## config.mk

```make
export PLATFORM = sky130hd
export DESIGN_NAME = gpio_level_config_readback
export DESIGN_NICKNAME = d
export VERILOG_FILES = /design/src/logic/gpio_query_pkg.sv /design/src/logic/pin_cfg_mem.sv /design/src/logic/pin_sampler.sv /design/src/logic/gpio_level_config_readback.sv
export SDC_FILE = /design/constraint.sdc
export NUM_CORES = 1
export LEC_CHECK = 0
export BUFFER_PORTS_ARGS = -buffer_cell sky130_fd_sc_hd__buf_2
export CAP_MARGIN = 20
export CORE_UTILIZATION = 62
export DETAILED_ROUTE_END_ITERATION = 8
export GPL_TIMING_DRIVEN = 0
export PLACE_DENSITY = 0.81
export SLEW_MARGIN = 30
export SYNTH_ARGS = -nofsm -noshare
export SYNTH_HDL_FRONTEND = slang
export SYNTH_SLANG_ARGS = --single-unit
```

## constraint.sdc

```tcl
create_clock -name clock -period 4.3 [get_ports clock]
set_input_delay 0.86 -clock clock [delete_from_list [all_inputs] [get_ports clock]]
set_output_delay 0.86 -clock clock [all_outputs]
set_load 0.03 [all_outputs]
```

## src/logic/gpio_query_pkg.sv

```systemverilog
package gpio_query_pkg;

  // ==========================================================================
  // Timing
  localparam int unsigned CLOCK_HZ      = 100_000_000;
  localparam int unsigned SAMPLE_HZ     = 32;
  localparam int unsigned SAMPLE_CYCLES = CLOCK_HZ / SAMPLE_HZ;

  // ==========================================================================
  // Pins and query
  localparam int unsigned PIN_COUNT  = 13;
  localparam int unsigned GPIO_COUNT = 5;
  localparam logic [7:0]  QUERY_TYPE = 8'h23;
  localparam logic [7:0]  DUTY_MAX   = 8'h64;

  // ==========================================================================
  // Register offsets
  localparam logic [7:0] OFF_CMD   = 8'h00;
  localparam logic [7:0] OFF_REPLY = 8'h04;
  localparam logic [7:0] OFF_QSTAT = 8'h08;
  localparam logic [7:0] OFF_CFG   = 8'h0c;
  localparam logic [7:0] OFF_IST   = 8'h10;
  localparam logic [7:0] OFF_ICLR  = 8'h14;
  localparam logic [7:0] OFF_IEN   = 8'h18;
  localparam logic [7:0] OFF_PINS  = 8'h1c;

  // ==========================================================================
  // Field positions
  localparam int unsigned CMD_SEL_LSB  = 0;
  localparam int unsigned CMD_TYPE_LSB = 8;
  localparam int unsigned CFG_PIN_LSB  = 0;
  localparam int unsigned CFG_DUTY_LSB = 8;
  localparam int unsigned CFG_DRV_LSB  = 16;
  localparam int unsigned CFG_FUNC_BIT = 19;
  localparam int unsigned IRQ_REPLY    = 0;
  localparam int unsigned IRQ_ERROR    = 1;
  localparam int unsigned IRQ_EDGE     = 2;
  localparam int unsigned IRQ_BITS     = 3;

  // ==========================================================================
  // Reset values and bus answers
  localparam logic [2:0]  IEN_RESET   = 3'h0;
  localparam logic [11:0] CFG_RESET   = 12'h000;
  localparam logic [1:0]  RESP_OKAY   = 2'b00;
  localparam logic [1:0]  RESP_SLVERR = 2'b10;

  // ==========================================================================
  // Types
  typedef struct packed {
    logic       func;
    logic [2:0] drive;
    logic [7:0] duty;
  } pin_cfg_t;

  typedef struct packed {
    logic [7:0] cfgByte;
    logic [7:0] duty;
    logic [7:0] stateByte;
    logic [7:0] sel;
  } reply_t;

  typedef enum logic [2:0] {
    Q_IDLE  = 3'b001,
    Q_FETCH = 3'b010,
    Q_FORM  = 3'b100
  } query_state_t;

endpackage

```

## src/logic/pin_cfg_mem.sv

```systemverilog
`timescale 1ns/10ps
module pin_cfg_mem #(
  parameter int unsigned WIDTH = 12,
  parameter int unsigned DEPTH = 13
) (
  input  wire logic                     clock,
  input  wire logic                     rst,
  input  wire logic                     wrEn,
  input  wire logic [$clog2(DEPTH)-1:0] wrAddr,
  input  wire logic [WIDTH-1:0]         wrData,
  input  wire logic [$clog2(DEPTH)-1:0] rdAddr,
  output logic      [WIDTH-1:0]         rdData
);

  // ==========================================================================
  // Storage with registered read
  logic [WIDTH-1:0] mem [DEPTH];

  always_ff @(posedge clock) begin
    if (rst) begin
      for (int i = 0; i < DEPTH; i++) begin
        mem[i] <= gpio_query_pkg::CFG_RESET;
      end
      rdData <= gpio_query_pkg::CFG_RESET;
    end else begin
      if (wrEn) begin
        mem[wrAddr] <= wrData;
      end
      rdData <= mem[rdAddr];
    end
  end

endmodule // pin_cfg_mem

```

## src/logic/pin_sampler.sv

```systemverilog
`timescale 1ns/10ps
module pin_sampler #(
  parameter int unsigned PINS          = 5,
  parameter int unsigned SAMPLE_CYCLES = 3125000
) (
  input  wire logic            clock,
  input  wire logic            rst,
  input  wire logic [PINS-1:0] pinLevel,
  input  wire logic [PINS-1:0] flagClear,
  output logic      [PINS-1:0] level,
  output logic      [PINS-1:0] rise,
  output logic      [PINS-1:0] fall,
  output logic                 edgeEvent
);

  localparam int unsigned CW = $clog2(SAMPLE_CYCLES);

  // ==========================================================================
  // Free-running sample tick
  logic [CW-1:0] cnt_reg;
  logic          primed_reg;
  wire           tick     = (cnt_reg == CW'(SAMPLE_CYCLES - 1));
  wire [PINS-1:0] newRise = (tick && primed_reg) ? (pinLevel & ~level) : '0;
  wire [PINS-1:0] newFall = (tick && primed_reg) ? (~pinLevel & level) : '0;

  always_ff @(posedge clock) begin
    if (rst) begin
      cnt_reg <= '0;
    end else begin
      cnt_reg <= tick ? '0 : cnt_reg + CW'(1);
    end
  end

  // ==========================================================================
  // Level and sticky edge flags
  always_ff @(posedge clock) begin
    if (rst) begin
      primed_reg <= 1'b0;
      level      <= '0;
      rise       <= '0;
      fall       <= '0;
      edgeEvent  <= 1'b0;
    end else begin
      if (tick) begin
        primed_reg <= 1'b1;
        level      <= pinLevel;
      end
      rise      <= (rise & ~flagClear) | newRise;
      fall      <= (fall & ~flagClear) | newFall;
      edgeEvent <= |(newRise | newFall);
    end
  end

endmodule // pin_sampler

```

## src/logic/gpio_level_config_readback.sv

```systemverilog
// Operation
// - Query is type 0x23 with one selector byte
// - Selectors 13 to 255 name no pin
// - Reply byte zero echoes the selector
// - State byte zero for output-only pins
// - State bit0 is last sampled level
// - State bit1 marks a sampled falling edge
// - State bit2 marks a sampled rising edge
// - Level is the real pin, not setting
// - Pins sampled free-running at about 32 Hz
// - Pulses between samples may go unseen
// - Byte two returns requested duty 0-100
// - Byte three low bits give drive mode
// - Byte three bit3 gives function select
// - Function bit zero for output-only pins
// - Upper function byte bits return zero
//
// Added by the designer: the AXI4-Lite interface to the registers and the register offsets.
`timescale 1ns/10ps
module gpio_level_config_readback #(
  parameter int unsigned SAMPLE_CYCLES = gpio_query_pkg::SAMPLE_CYCLES
) (
  input  wire logic        clock,
  input  wire logic        rst,
  input  wire logic [4:0]  pinLevel,
  input  wire logic [7:0]  s_axi_awaddr,
  input  wire logic        s_axi_awvalid,
  output logic             s_axi_awready,
  input  wire logic [31:0] s_axi_wdata,
  input  wire logic [3:0]  s_axi_wstrb,
  input  wire logic        s_axi_wvalid,
  output logic             s_axi_wready,
  output logic [1:0]       s_axi_bresp,
  output logic             s_axi_bvalid,
  input  wire logic        s_axi_bready,
  input  wire logic [7:0]  s_axi_araddr,
  input  wire logic        s_axi_arvalid,
  output logic             s_axi_arready,
  output logic [31:0]      s_axi_rdata,
  output logic [1:0]       s_axi_rresp,
  output logic             s_axi_rvalid,
  input  wire logic        s_axi_rready,
  output logic             irq
);

  localparam int unsigned NP = gpio_query_pkg::PIN_COUNT;
  localparam int unsigned NG = gpio_query_pkg::GPIO_COUNT;
  localparam int unsigned AW = $clog2(NP);

  // ==========================================================================
  // Helpers
  function automatic logic isOff(input logic [7:0] addr, input logic [7:0] off);
    isOff = (addr[7:2] == off[7:2]);
  endfunction

  function automatic logic isMapped(input logic [7:0] addr);
    isMapped = isOff(addr, gpio_query_pkg::OFF_CMD)   ||
               isOff(addr, gpio_query_pkg::OFF_REPLY) ||
               isOff(addr, gpio_query_pkg::OFF_QSTAT) ||
               isOff(addr, gpio_query_pkg::OFF_CFG)   ||
               isOff(addr, gpio_query_pkg::OFF_IST)   ||
               isOff(addr, gpio_query_pkg::OFF_ICLR)  ||
               isOff(addr, gpio_query_pkg::OFF_IEN)   ||
               isOff(addr, gpio_query_pkg::OFF_PINS);
  endfunction

  // ==========================================================================
  // Write channel capture
  logic [7:0]  awAddr_reg;
  logic [31:0] wData_reg;
  logic [3:0]  wStrb_reg;
  logic        awHave_reg;
  logic        wHave_reg;

  wire awTake = s_axi_awvalid && s_axi_awready;
  wire wTake  = s_axi_wvalid && s_axi_wready;
  wire bDone  = s_axi_bvalid && s_axi_bready;
  wire wrHit  = awHave_reg && wHave_reg && !s_axi_bvalid;

  always_ff @(posedge clock) begin
    if (rst) begin
      awAddr_reg    <= 8'h00;
      awHave_reg    <= 1'b0;
      s_axi_awready <= 1'b1;
    end else begin
      if (awTake) begin
        awAddr_reg    <= s_axi_awaddr;
        awHave_reg    <= 1'b1;
        s_axi_awready <= 1'b0;
      end else if (wrHit) begin
        awHave_reg <= 1'b0;
      end else if (bDone) begin
        s_axi_awready <= 1'b1;
      end
    end
  end

  always_ff @(posedge clock) begin
    if (rst) begin
      wData_reg    <= 32'h0000_0000;
      wStrb_reg    <= 4'h0;
      wHave_reg    <= 1'b0;
      s_axi_wready <= 1'b1;
    end else begin
      if (wTake) begin
        wData_reg    <= s_axi_wdata;
        wStrb_reg    <= s_axi_wstrb;
        wHave_reg    <= 1'b1;
        s_axi_wready <= 1'b0;
      end else if (wrHit) begin
        wHave_reg <= 1'b0;
      end else if (bDone) begin
        s_axi_wready <= 1'b1;
      end
    end
  end

  // ==========================================================================
  // Write response
  wire [1:0] wrResp = isMapped(awAddr_reg) ? gpio_query_pkg::RESP_OKAY : gpio_query_pkg::RESP_SLVERR;

  always_ff @(posedge clock) begin
    if (rst) begin
      s_axi_bvalid <= 1'b0;
      s_axi_bresp  <= gpio_query_pkg::RESP_OKAY;
    end else if (wrHit) begin
      s_axi_bvalid <= 1'b1;
      s_axi_bresp  <= wrResp;
    end else if (bDone) begin
      s_axi_bvalid <= 1'b0;
    end
  end

  // ==========================================================================
  // Write decode
  wire lowLane = wStrb_reg[0];

  wire wrCmd   = wrHit && lowLane && isOff(awAddr_reg, gpio_query_pkg::OFF_CMD);
  wire wrCfg   = wrHit && lowLane && isOff(awAddr_reg, gpio_query_pkg::OFF_CFG);
  wire wrIclr  = wrHit && lowLane && isOff(awAddr_reg, gpio_query_pkg::OFF_ICLR);
  wire wrIen   = wrHit && lowLane && isOff(awAddr_reg, gpio_query_pkg::OFF_IEN);

  wire [7:0] cmdSel  = wData_reg[gpio_query_pkg::CMD_SEL_LSB +: 8];
  wire [7:0] cmdType = wData_reg[gpio_query_pkg::CMD_TYPE_LSB +: 8];
  wire [7:0] cfgPin  = wData_reg[gpio_query_pkg::CFG_PIN_LSB +: 8];
  wire [7:0] cfgDuty = wData_reg[gpio_query_pkg::CFG_DUTY_LSB +: 8];
  wire [2:0] cfgDrv  = wData_reg[gpio_query_pkg::CFG_DRV_LSB +: 3];
  wire       cfgFunc = wData_reg[gpio_query_pkg::CFG_FUNC_BIT];

  wire cfgOk  = (cfgPin < 8'(NP)) && (cfgDuty <= gpio_query_pkg::DUTY_MAX);
  wire cfgBad = wrCfg && !cfgOk;

  gpio_query_pkg::pin_cfg_t cfgWord;
  assign cfgWord.func  = cfgFunc;
  assign cfgWord.drive = cfgDrv;
  assign cfgWord.duty  = cfgDuty;

  // ==========================================================================
  // Query sequencer
  gpio_query_pkg::query_state_t state_reg;
  gpio_query_pkg::query_state_t state_next;
  logic [7:0]                   sel_reg;
  logic [7:0]                   cmdSel_reg;
  logic [7:0]                   cmdType_reg;

  wire cmdIsQuery = (cmdType == gpio_query_pkg::QUERY_TYPE);
  wire cmdStart   = wrCmd && cmdIsQuery && (state_reg == gpio_query_pkg::Q_IDLE);
  wire cmdBad     = wrCmd && !cmdStart;

  wire selPin     = (sel_reg < 8'(NP));
  wire selGpio    = (sel_reg < 8'(NG));

  always_comb begin
    state_next = state_reg;
    unique case (state_reg)
      gpio_query_pkg::Q_IDLE: begin
        if (cmdStart) begin
          state_next = gpio_query_pkg::Q_FETCH;
        end
      end
      gpio_query_pkg::Q_FETCH: begin
        state_next = gpio_query_pkg::Q_FORM;
      end
      gpio_query_pkg::Q_FORM: begin
        state_next = gpio_query_pkg::Q_IDLE;
      end
      default: begin
        state_next = gpio_query_pkg::Q_IDLE;
      end
    endcase
  end

  always_ff @(posedge clock) begin
    if (rst) begin
      state_reg   <= gpio_query_pkg::Q_IDLE;
      sel_reg     <= 8'h00;
      cmdSel_reg  <= 8'h00;
      cmdType_reg <= 8'h00;
    end else begin
      state_reg <= state_next;
      if (wrCmd) begin
        cmdSel_reg  <= cmdSel;
        cmdType_reg <= cmdType;
      end
      if (cmdStart) begin
        sel_reg <= cmdSel;
      end
    end
  end

  wire forming = (state_reg == gpio_query_pkg::Q_FORM);
  wire busy    = (state_reg != gpio_query_pkg::Q_IDLE);

  // ==========================================================================
  // Pin configuration store
  gpio_query_pkg::pin_cfg_t cfgRead;

  pin_cfg_mem #(
    .WIDTH ($bits(gpio_query_pkg::pin_cfg_t)),
    .DEPTH (NP)
  ) u_cfg (
    .clock  (clock),
    .rst    (rst),
    .wrEn   (wrCfg && cfgOk),
    .wrAddr (cfgPin[AW-1:0]),
    .wrData (cfgWord),
    .rdAddr (sel_reg[AW-1:0]),
    .rdData (cfgRead)
  );

  // ==========================================================================
  // Pin sampling
  logic [NG-1:0] lvl;
  logic [NG-1:0] rise;
  logic [NG-1:0] fall;
  logic          edgeEvent;

  wire  [NG-1:0] selMask = NG'(1) << sel_reg[2:0];
  wire  [NG-1:0] clrMask = (forming && selGpio) ? selMask : '0;

  pin_sampler #(
    .PINS          (NG),
    .SAMPLE_CYCLES (SAMPLE_CYCLES)
  ) u_samp (
    .clock     (clock),
    .rst       (rst),
    .pinLevel  (pinLevel),
    .flagClear (clrMask),
    .level     (lvl),
    .rise      (rise),
    .fall      (fall),
    .edgeEvent (edgeEvent)
  );

  // ==========================================================================
  // Reply assembly
  wire [2:0] pinFlags  = {rise[sel_reg[2:0]], fall[sel_reg[2:0]], lvl[sel_reg[2:0]]};

  wire [7:0] stateByte = selGpio ? {5'h00, pinFlags} : 8'h00;
  wire       funcBit   = selGpio ? cfgRead.func : 1'b0;
  wire [7:0] cfgByte   = selPin ? {4'h0, funcBit, cfgRead.drive} : 8'h00;
  wire [7:0] dutyByte  = selPin ? cfgRead.duty : 8'h00;

  gpio_query_pkg::reply_t reply_reg;
  logic                   replyBad_reg;

  always_ff @(posedge clock) begin
    if (rst) begin
      reply_reg    <= '0;
      replyBad_reg <= 1'b0;
    end else if (forming) begin
      reply_reg.sel       <= sel_reg;
      reply_reg.stateByte <= stateByte;
      reply_reg.duty      <= dutyByte;
      reply_reg.cfgByte   <= cfgByte;
      replyBad_reg        <= !selPin;
    end
  end

  // ==========================================================================
  // Interrupts
  logic [gpio_query_pkg::IRQ_BITS-1:0] ist_reg;
  logic [gpio_query_pkg::IRQ_BITS-1:0] ien_reg;
  logic [gpio_query_pkg::IRQ_BITS-1:0] events;
  logic [gpio_query_pkg::IRQ_BITS-1:0] istClr;
  logic [gpio_query_pkg::IRQ_BITS-1:0] ist_next;

  assign events[gpio_query_pkg::IRQ_REPLY] = forming;
  assign events[gpio_query_pkg::IRQ_ERROR] = cmdBad || cfgBad || (forming && !selPin);
  assign events[gpio_query_pkg::IRQ_EDGE]  = edgeEvent;

  assign istClr   = wrIclr ? wData_reg[gpio_query_pkg::IRQ_BITS-1:0] : '0;
  assign ist_next = (ist_reg & ~istClr) | events;

  always_ff @(posedge clock) begin
    if (rst) begin
      ist_reg <= '0;
      ien_reg <= gpio_query_pkg::IEN_RESET;
      irq     <= 1'b0;
    end else begin
      ist_reg <= ist_next;
      if (wrIen) begin
        ien_reg <= wData_reg[gpio_query_pkg::IRQ_BITS-1:0];
      end
      irq <= |(ist_next & (wrIen ? wData_reg[gpio_query_pkg::IRQ_BITS-1:0] : ien_reg));
    end
  end

  // ==========================================================================
  // Read path
  wire arTake = s_axi_arvalid && s_axi_arready;
  wire rDone  = s_axi_rvalid && s_axi_rready;

  wire [1:0] rdResp = isMapped(s_axi_araddr) ? gpio_query_pkg::RESP_OKAY : gpio_query_pkg::RESP_SLVERR;

  wire [31:0] rdCmd   = {16'h0000, cmdType_reg, cmdSel_reg};
  wire [31:0] rdQstat = {30'h0, replyBad_reg, busy};
  wire [31:0] rdPins  = {17'h0, rise, fall, lvl};
  wire [31:0] rdIst   = {29'h0, ist_reg};
  wire [31:0] rdIen   = {29'h0, ien_reg};

  wire [31:0] readData =
    isOff(s_axi_araddr, gpio_query_pkg::OFF_CMD)   ? rdCmd     :
    isOff(s_axi_araddr, gpio_query_pkg::OFF_REPLY) ? reply_reg :
    isOff(s_axi_araddr, gpio_query_pkg::OFF_QSTAT) ? rdQstat   :
    isOff(s_axi_araddr, gpio_query_pkg::OFF_IST)   ? rdIst     :
    isOff(s_axi_araddr, gpio_query_pkg::OFF_IEN)   ? rdIen     :
    isOff(s_axi_araddr, gpio_query_pkg::OFF_PINS)  ? rdPins    :
    32'h0000_0000;

  always_ff @(posedge clock) begin
    if (rst) begin
      s_axi_arready <= 1'b1;
      s_axi_rvalid  <= 1'b0;
      s_axi_rdata   <= 32'h0000_0000;
      s_axi_rresp   <= gpio_query_pkg::RESP_OKAY;
    end else if (arTake) begin
      s_axi_arready <= 1'b0;
      s_axi_rvalid  <= 1'b1;
      s_axi_rdata   <= readData;
      s_axi_rresp   <= rdResp;
    end else if (rDone) begin
      s_axi_arready <= 1'b1;
      s_axi_rvalid  <= 1'b0;
    end
  end

endmodule // gpio_level_config_readback

```

; ---- Word level (Yosys, flattened, before mapping)
; Memory sizes are Yosys's and may differ from the RTL's. A register that Yosys moved wholly into a read port is not among the register bits.
; Index checks and enable logic that the tools add are counted.
[op_classes]
addsub = 1
n_lt_le_gt_ge = 5
n_eq_ne = 23
n_shift = 1
muxes = 46
bitwise_logic = 14
reduce_logical = 55
[ops]
columns = cell, n
row1 = 32-bit 2-to-1 mux, 2
row2 = 15-bit 2-to-1 mux, 4
row3 = "6-bit by 3-bit == test with 1-bit output, second input constant", 8
row4 = "6-bit by 2-bit == test with 1-bit output, second input constant", 4
row5 = 1-bit 2-to-1 mux, 23
row6 = "22-bit by 1-bit adder with 22-bit output, second input constant", 1
row7 = "22-bit == test, second input constant", 1
row8 = 1-bit logical AND, 21
row9 = 5-bit AND, 4
row10 = 1-bit logical OR, 16
row11 = "8-bit by 4-bit < comparator with 1-bit output, second input constant", 2
row12 = 5-bit 2-to-1 mux, 3
row13 = 5-bit inverter, 3
row14 = 5-bit bitwise OR, 3
row15 = "6-bit by 1-bit == test with 1-bit output, second input constant", 2
row16 = 6-bit zero test, 2
row17 = 12-bit 2-to-1 mux, 1
row18 = 3-bit 2-to-1 mux, 4
row19 = 2-bit nonzero test, 6
row20 = 12-bit OR reduction, 1
row21 = 1-bit binary-select mux with 3-bit select, 3
row22 = "8-bit by 6-bit == test with 1-bit output, second input constant", 1
row23 = "8-bit by 7-bit less-or-equal comparator with 1-bit output, second input constant", 1
row24 = "8-bit by 3-bit < comparator with 1-bit output, second input constant", 1
row25 = 19 further kinds, 28
[word_totals]
ff_bits = 178
mem_bits_rw = 156
inputBits = 64
out_inout_bits = 42
elab_cells = 177
n_memories = 1
[memory_table]
columns = memory, words, width, rd, rd_clocked_by_memory_dff, write_ports, line_no
row1 = u_cfg.mem, 13, 12, 1, 1, 13, pin_cfg_mem.sv:17  ; logic [WIDTH-1:0] mem [DEPTH];

; ---- Longest topological paths before layout
[depth]
ltp_word = 13
ltp_mapped = 8
ltp_nobuf = 6

; ---- Hierarchy
; Synthesis repeated with hierarchy kept, for this count alone.
[hier_totals]
cells_unflattened = 1405
area_unflattened_um2 = 15743.8
[by_module_without_submodules]
columns = mod, instances, cells_each, area_per_inst_um2, seq_area_each_um2
row1 = pin_cfg_mem, 1, 615, 9002.4, 6005.8
row2 = gpio_level_config_readback, 1, 593, 5053.6, 2442.3
row3 = pin_sampler, 1, 197, 1687.9, 780.7

; ---- Worst setup path after synthesis
; No wires, ideal clock.
[synth_path]
path_kind = reg2reg
startpoint = register s_axi_bvalid
endpoint = memory u_cfg.mem[7][0] (enable)
setup_time_ns = 0.321
t_arrival_ns = 2.249
required_ns = 3.979
slack_ns = 1.730
path_stages_with_launch = 8
n_path_buf = 2
period_less_slack_ns = 2.570
path_cell_list = dfxtp_1 > and4b_1 > clkbuf_1 > nand4_1 > or4_4 > buf_6 > nor3_2 > or2_2
[synth_rtl]
columns = element, line_no
row1 = start: declaration, gpio_level_config_readback.sv:34  ; output logic s_axi_bvalid,
row2 = start signal: assignment, gpio_level_config_readback.sv:124  ; s_axi_bvalid <= 1'b0;
row3 = start signal: assignment, gpio_level_config_readback.sv:127  ; s_axi_bvalid <= 1'b1;
row4 = start signal: assignment, gpio_level_config_readback.sv:130  ; s_axi_bvalid <= 1'b0;
row5 = end: declaration, pin_cfg_mem.sv:17

==> summary.md <==
| Metric | Value |
|---|---|
| # DRC | `0` |
| Max-Cap Viols | `0` |
| Netlist cell types | `62` |
| Die Y | `160 um` |
| Vias in the first global route | `10600` |
| ANT nets after route | `0` |
| Largest net degree at the start of global routing | `15` |
| Crit end category | `register` |
| Slew Viols, Final | `0` |
| CTS tree | `built` |
| Initial drt markers | `1011` |
| Worst path required time | `4.48 ns` |
| EDFF count, synth | `192` |
| Chip Width | `160 um` |
| Post_cts resized | `0` |
| Worst-skew pair later-pin latency | `0.52 ns` |
| TNS Setup | `0 ns` |
| Synthesized area | `15400 um^2` |
| Final Hold Viols | `0` |
| Final setup fails | `0` |
| Peak supply drop | `0.439 mV` |
| P&R area growth vs syn | `14.5%` |
| Tcrit/Tclk final | `0.718` |
| Wire per inst | `21.1 um` |
| RSZ-0062 raised after global routing | `no` |
| Leakage | `6.47 nW` |
| # rows | `57` |
| Max-slew headroom | `0.395` |
| PortBufs | `78` |
| Worst setup SP type | `register` |
| Synth Area in Adders | `0.000812` |
| First-pass GRT wire length | `59000 um` |
| Final Critical Period | `3.09 ns` |
| Crit-path slowest cell | `or4_4` |
| Post-DP HPWL | `26100 um` |
| Setup bufs post-CTS | `0` |
| Fraction of layout cells with a size suffix above 1 | `0.173` |
| Largest family of logic cells by synthesized area | `simple AND/OR/NAND/NOR gates` |
| Setup WS pre-CTS | `1.26 ns` |
| Hold crit path type | `register to register` |
| R2r setup slk | `1.21 ns` |
| Grt total ovfl | `0` |
| Register bit total from synthesis | `365` |
| Non-filler cells, final | `1806` |
| Type of the worst setup path | `register to register` |
| Syn Inst Count | `1285` |
| Post-synthesis compound-gate area fraction | `0.0593` |
| Clk slew on worst S/H paths | `0.06 ns` |
| Hold Buf Count CTS | `0` |
| Setup ws final | `1.21 ns` |
| Initial antenna violation count | `0` |
| Nets | `1521` |
| Post-synthesis area per instance | `12.0 um^2` |
| CTS H-Tree Depth | `2` |
| Post-synthesis mux area share | `0.108` |
| Total CTS buffers | `37` |
| Sequential cell area fraction in the yosys report | `0.599` |
| Max FO, Critical Path | `12` |
| Num ports | `106` |
| DP Cell Count | `1741` |
| Drt via density | `5.95` |
| Max reg flops | `192` |
| Pwr per Cell Area | `424 nW/um^2` |
| Ys Warns | `0` |
| Fin Clk Skew | `0.0179 ns` |
| Inserted Diodes | `0` |
| Synth Flop Type | `edfxtp_1` |
| Max Clk Rate | `324 MHz` |
| TritonRoute pass-1 iters | `5` |
| Die area | `25500 um^2` |
| Crit path DAT | `3.27 ns` |
| Status | `complete, no violations` |
| Final WL | `38000 um` |
| Synth Area in Simple Gates | `0.189` |
| CP max stage delay | `0.48 ns` |
| Via count | `10700` |
| GPL Wtd Cong | `0.930` |
| Highest-count cells in the layout ignoring fill and taps | `edfxtp_1, dfxtp_1, nand2_1, and2_1, a21oi_1` |
| Core region area | `24300 um^2` |
| Crit-path cells | `clkbuf_1, or2_1, a311o_1, or4_4, nor4_2, or2_2` |
| Crit path buffers/inverters | `1` |
| Synth Area in XOR/XNOR | `0.0119` |
| CP top delay family | `simple AND/OR/NAND/NOR gates` |
| Post-synth ARST share | `0` |
| GRT Overall Usage | `0.306` |
| Worst-case clock buffer depth | `3` |
| Most common cell after layout, fill and taps aside | `edfxtp_1` |
| Initial core utilization | `0.633` |
| Clk root buf | `clkbuf_16` |
| Worst-margin pin slew | `0.908 ns` |
| Clock sink count | `365` |
[worst reg2reg max path, stage by stage, from the launching register on]
cell      delay (ns)
dfxtp_1         0.29
clkbuf_1        0.25
or2_1           0.43
a311o_1         0.41
or4_4           0.48
nor4_2          0.45
or2_2           0.43
[per-layer routing]
metal  global-route usage  wire length [um]
met5                    0                 0
met4                0.132              1500
met3               0.0440              3100
met2                0.514             18700
met1                0.399             14800
[cell families after synthesis]
kind of cell               Yosys count
and+or+nand+nor                    546
buffers and inverters              114
adders and majority gates            1
AOI/OAI and AO/OA                  150
DFF                                365
xor gates and xnor gates            21
muxes                               87
other                                1
[cell type report]
| cell class | instances | area [um^2] |
|---|---|---|
| Buffer | 103 | 443 |
| Clock buffer | 58 | 1110 |
| Clock inverter | 7 | 118 |
| Fill cell | 1612 | 6690 |
| Inverter | 11 | 41.3 |
| Multi-Input combinational cell | 860 | 5900 |
| Sequential cell | 365 | 9230 |
| Tap cell | 324 | 405 |
| Timing Repair Buffer | 78 | 390 |
[stage by stage]
step	utilization	total power (W)	hold slack (ns)	area, um^2
after floorplan	-	0.00412	0.413	15600
after global placement	0.674	0.00425	0.422	16400
after detailed placement	0.674	0.00427	0.432	16400
after CTS	0.725	0.00747	0.450	17600
final	0.725	0.00747	0.438	17600
after global routing	0.725	0.00763	0.466	17600
[synthesized netlist by cell type (all sizes together), types with 8 or more instances]
library cell  instances  area [um^2]
edfxtp              192         5770
dfxtp               173         3460
and2                149          932
nand2               149          559
a21oi                90          450
nor2                 84          315
clkbuf               80          303
mux4                 63         1420
nor3                 37          230
nand3                25          125
nor2b                25          156
buf                  23          135
a22oi                16          120
mux2i                16          160
or2                  16          100
xnor2                15          131
a221oi               14          123
inv                  11         41.3
nor4                 10          111
nand4                 9         56.3
o21ai                 9         45.0
mux2                  8         90.1
nand2b                8         50.1
[report_power, final]
part,total (W),leakage [nW],internal [W],switching (W)
Clock,0.00326,0.595,0.00195,0.00131
Combinational,0.000368,2.49,0.000114,0.000254
Sequential,0.00384,3.38,0.00378,0.0000673
[worst paths after layout]
check | from | to | cells after the start
worst min register to register | u_cfg.rdData[0]$_SDFF_PP0_ | reply_reg[16]$_SDFFE_PP0P_ | 2
worst max-delay path | wData_reg[0]$_SDFFE_PP0P_ | u_cfg.mem[2][7]$_SDFFCE_PN0P_ | 6
worst max register to register | wData_reg[0]$_SDFFE_PP0P_ | u_cfg.mem[2][7]$_SDFFCE_PN0P_ | 6
worst min-delay path | u_cfg.rdData[0]$_SDFF_PP0_ | reply_reg[16]$_SDFFE_PP0P_ | 2
Note: power is estimated with default switching activity, not from simulation.
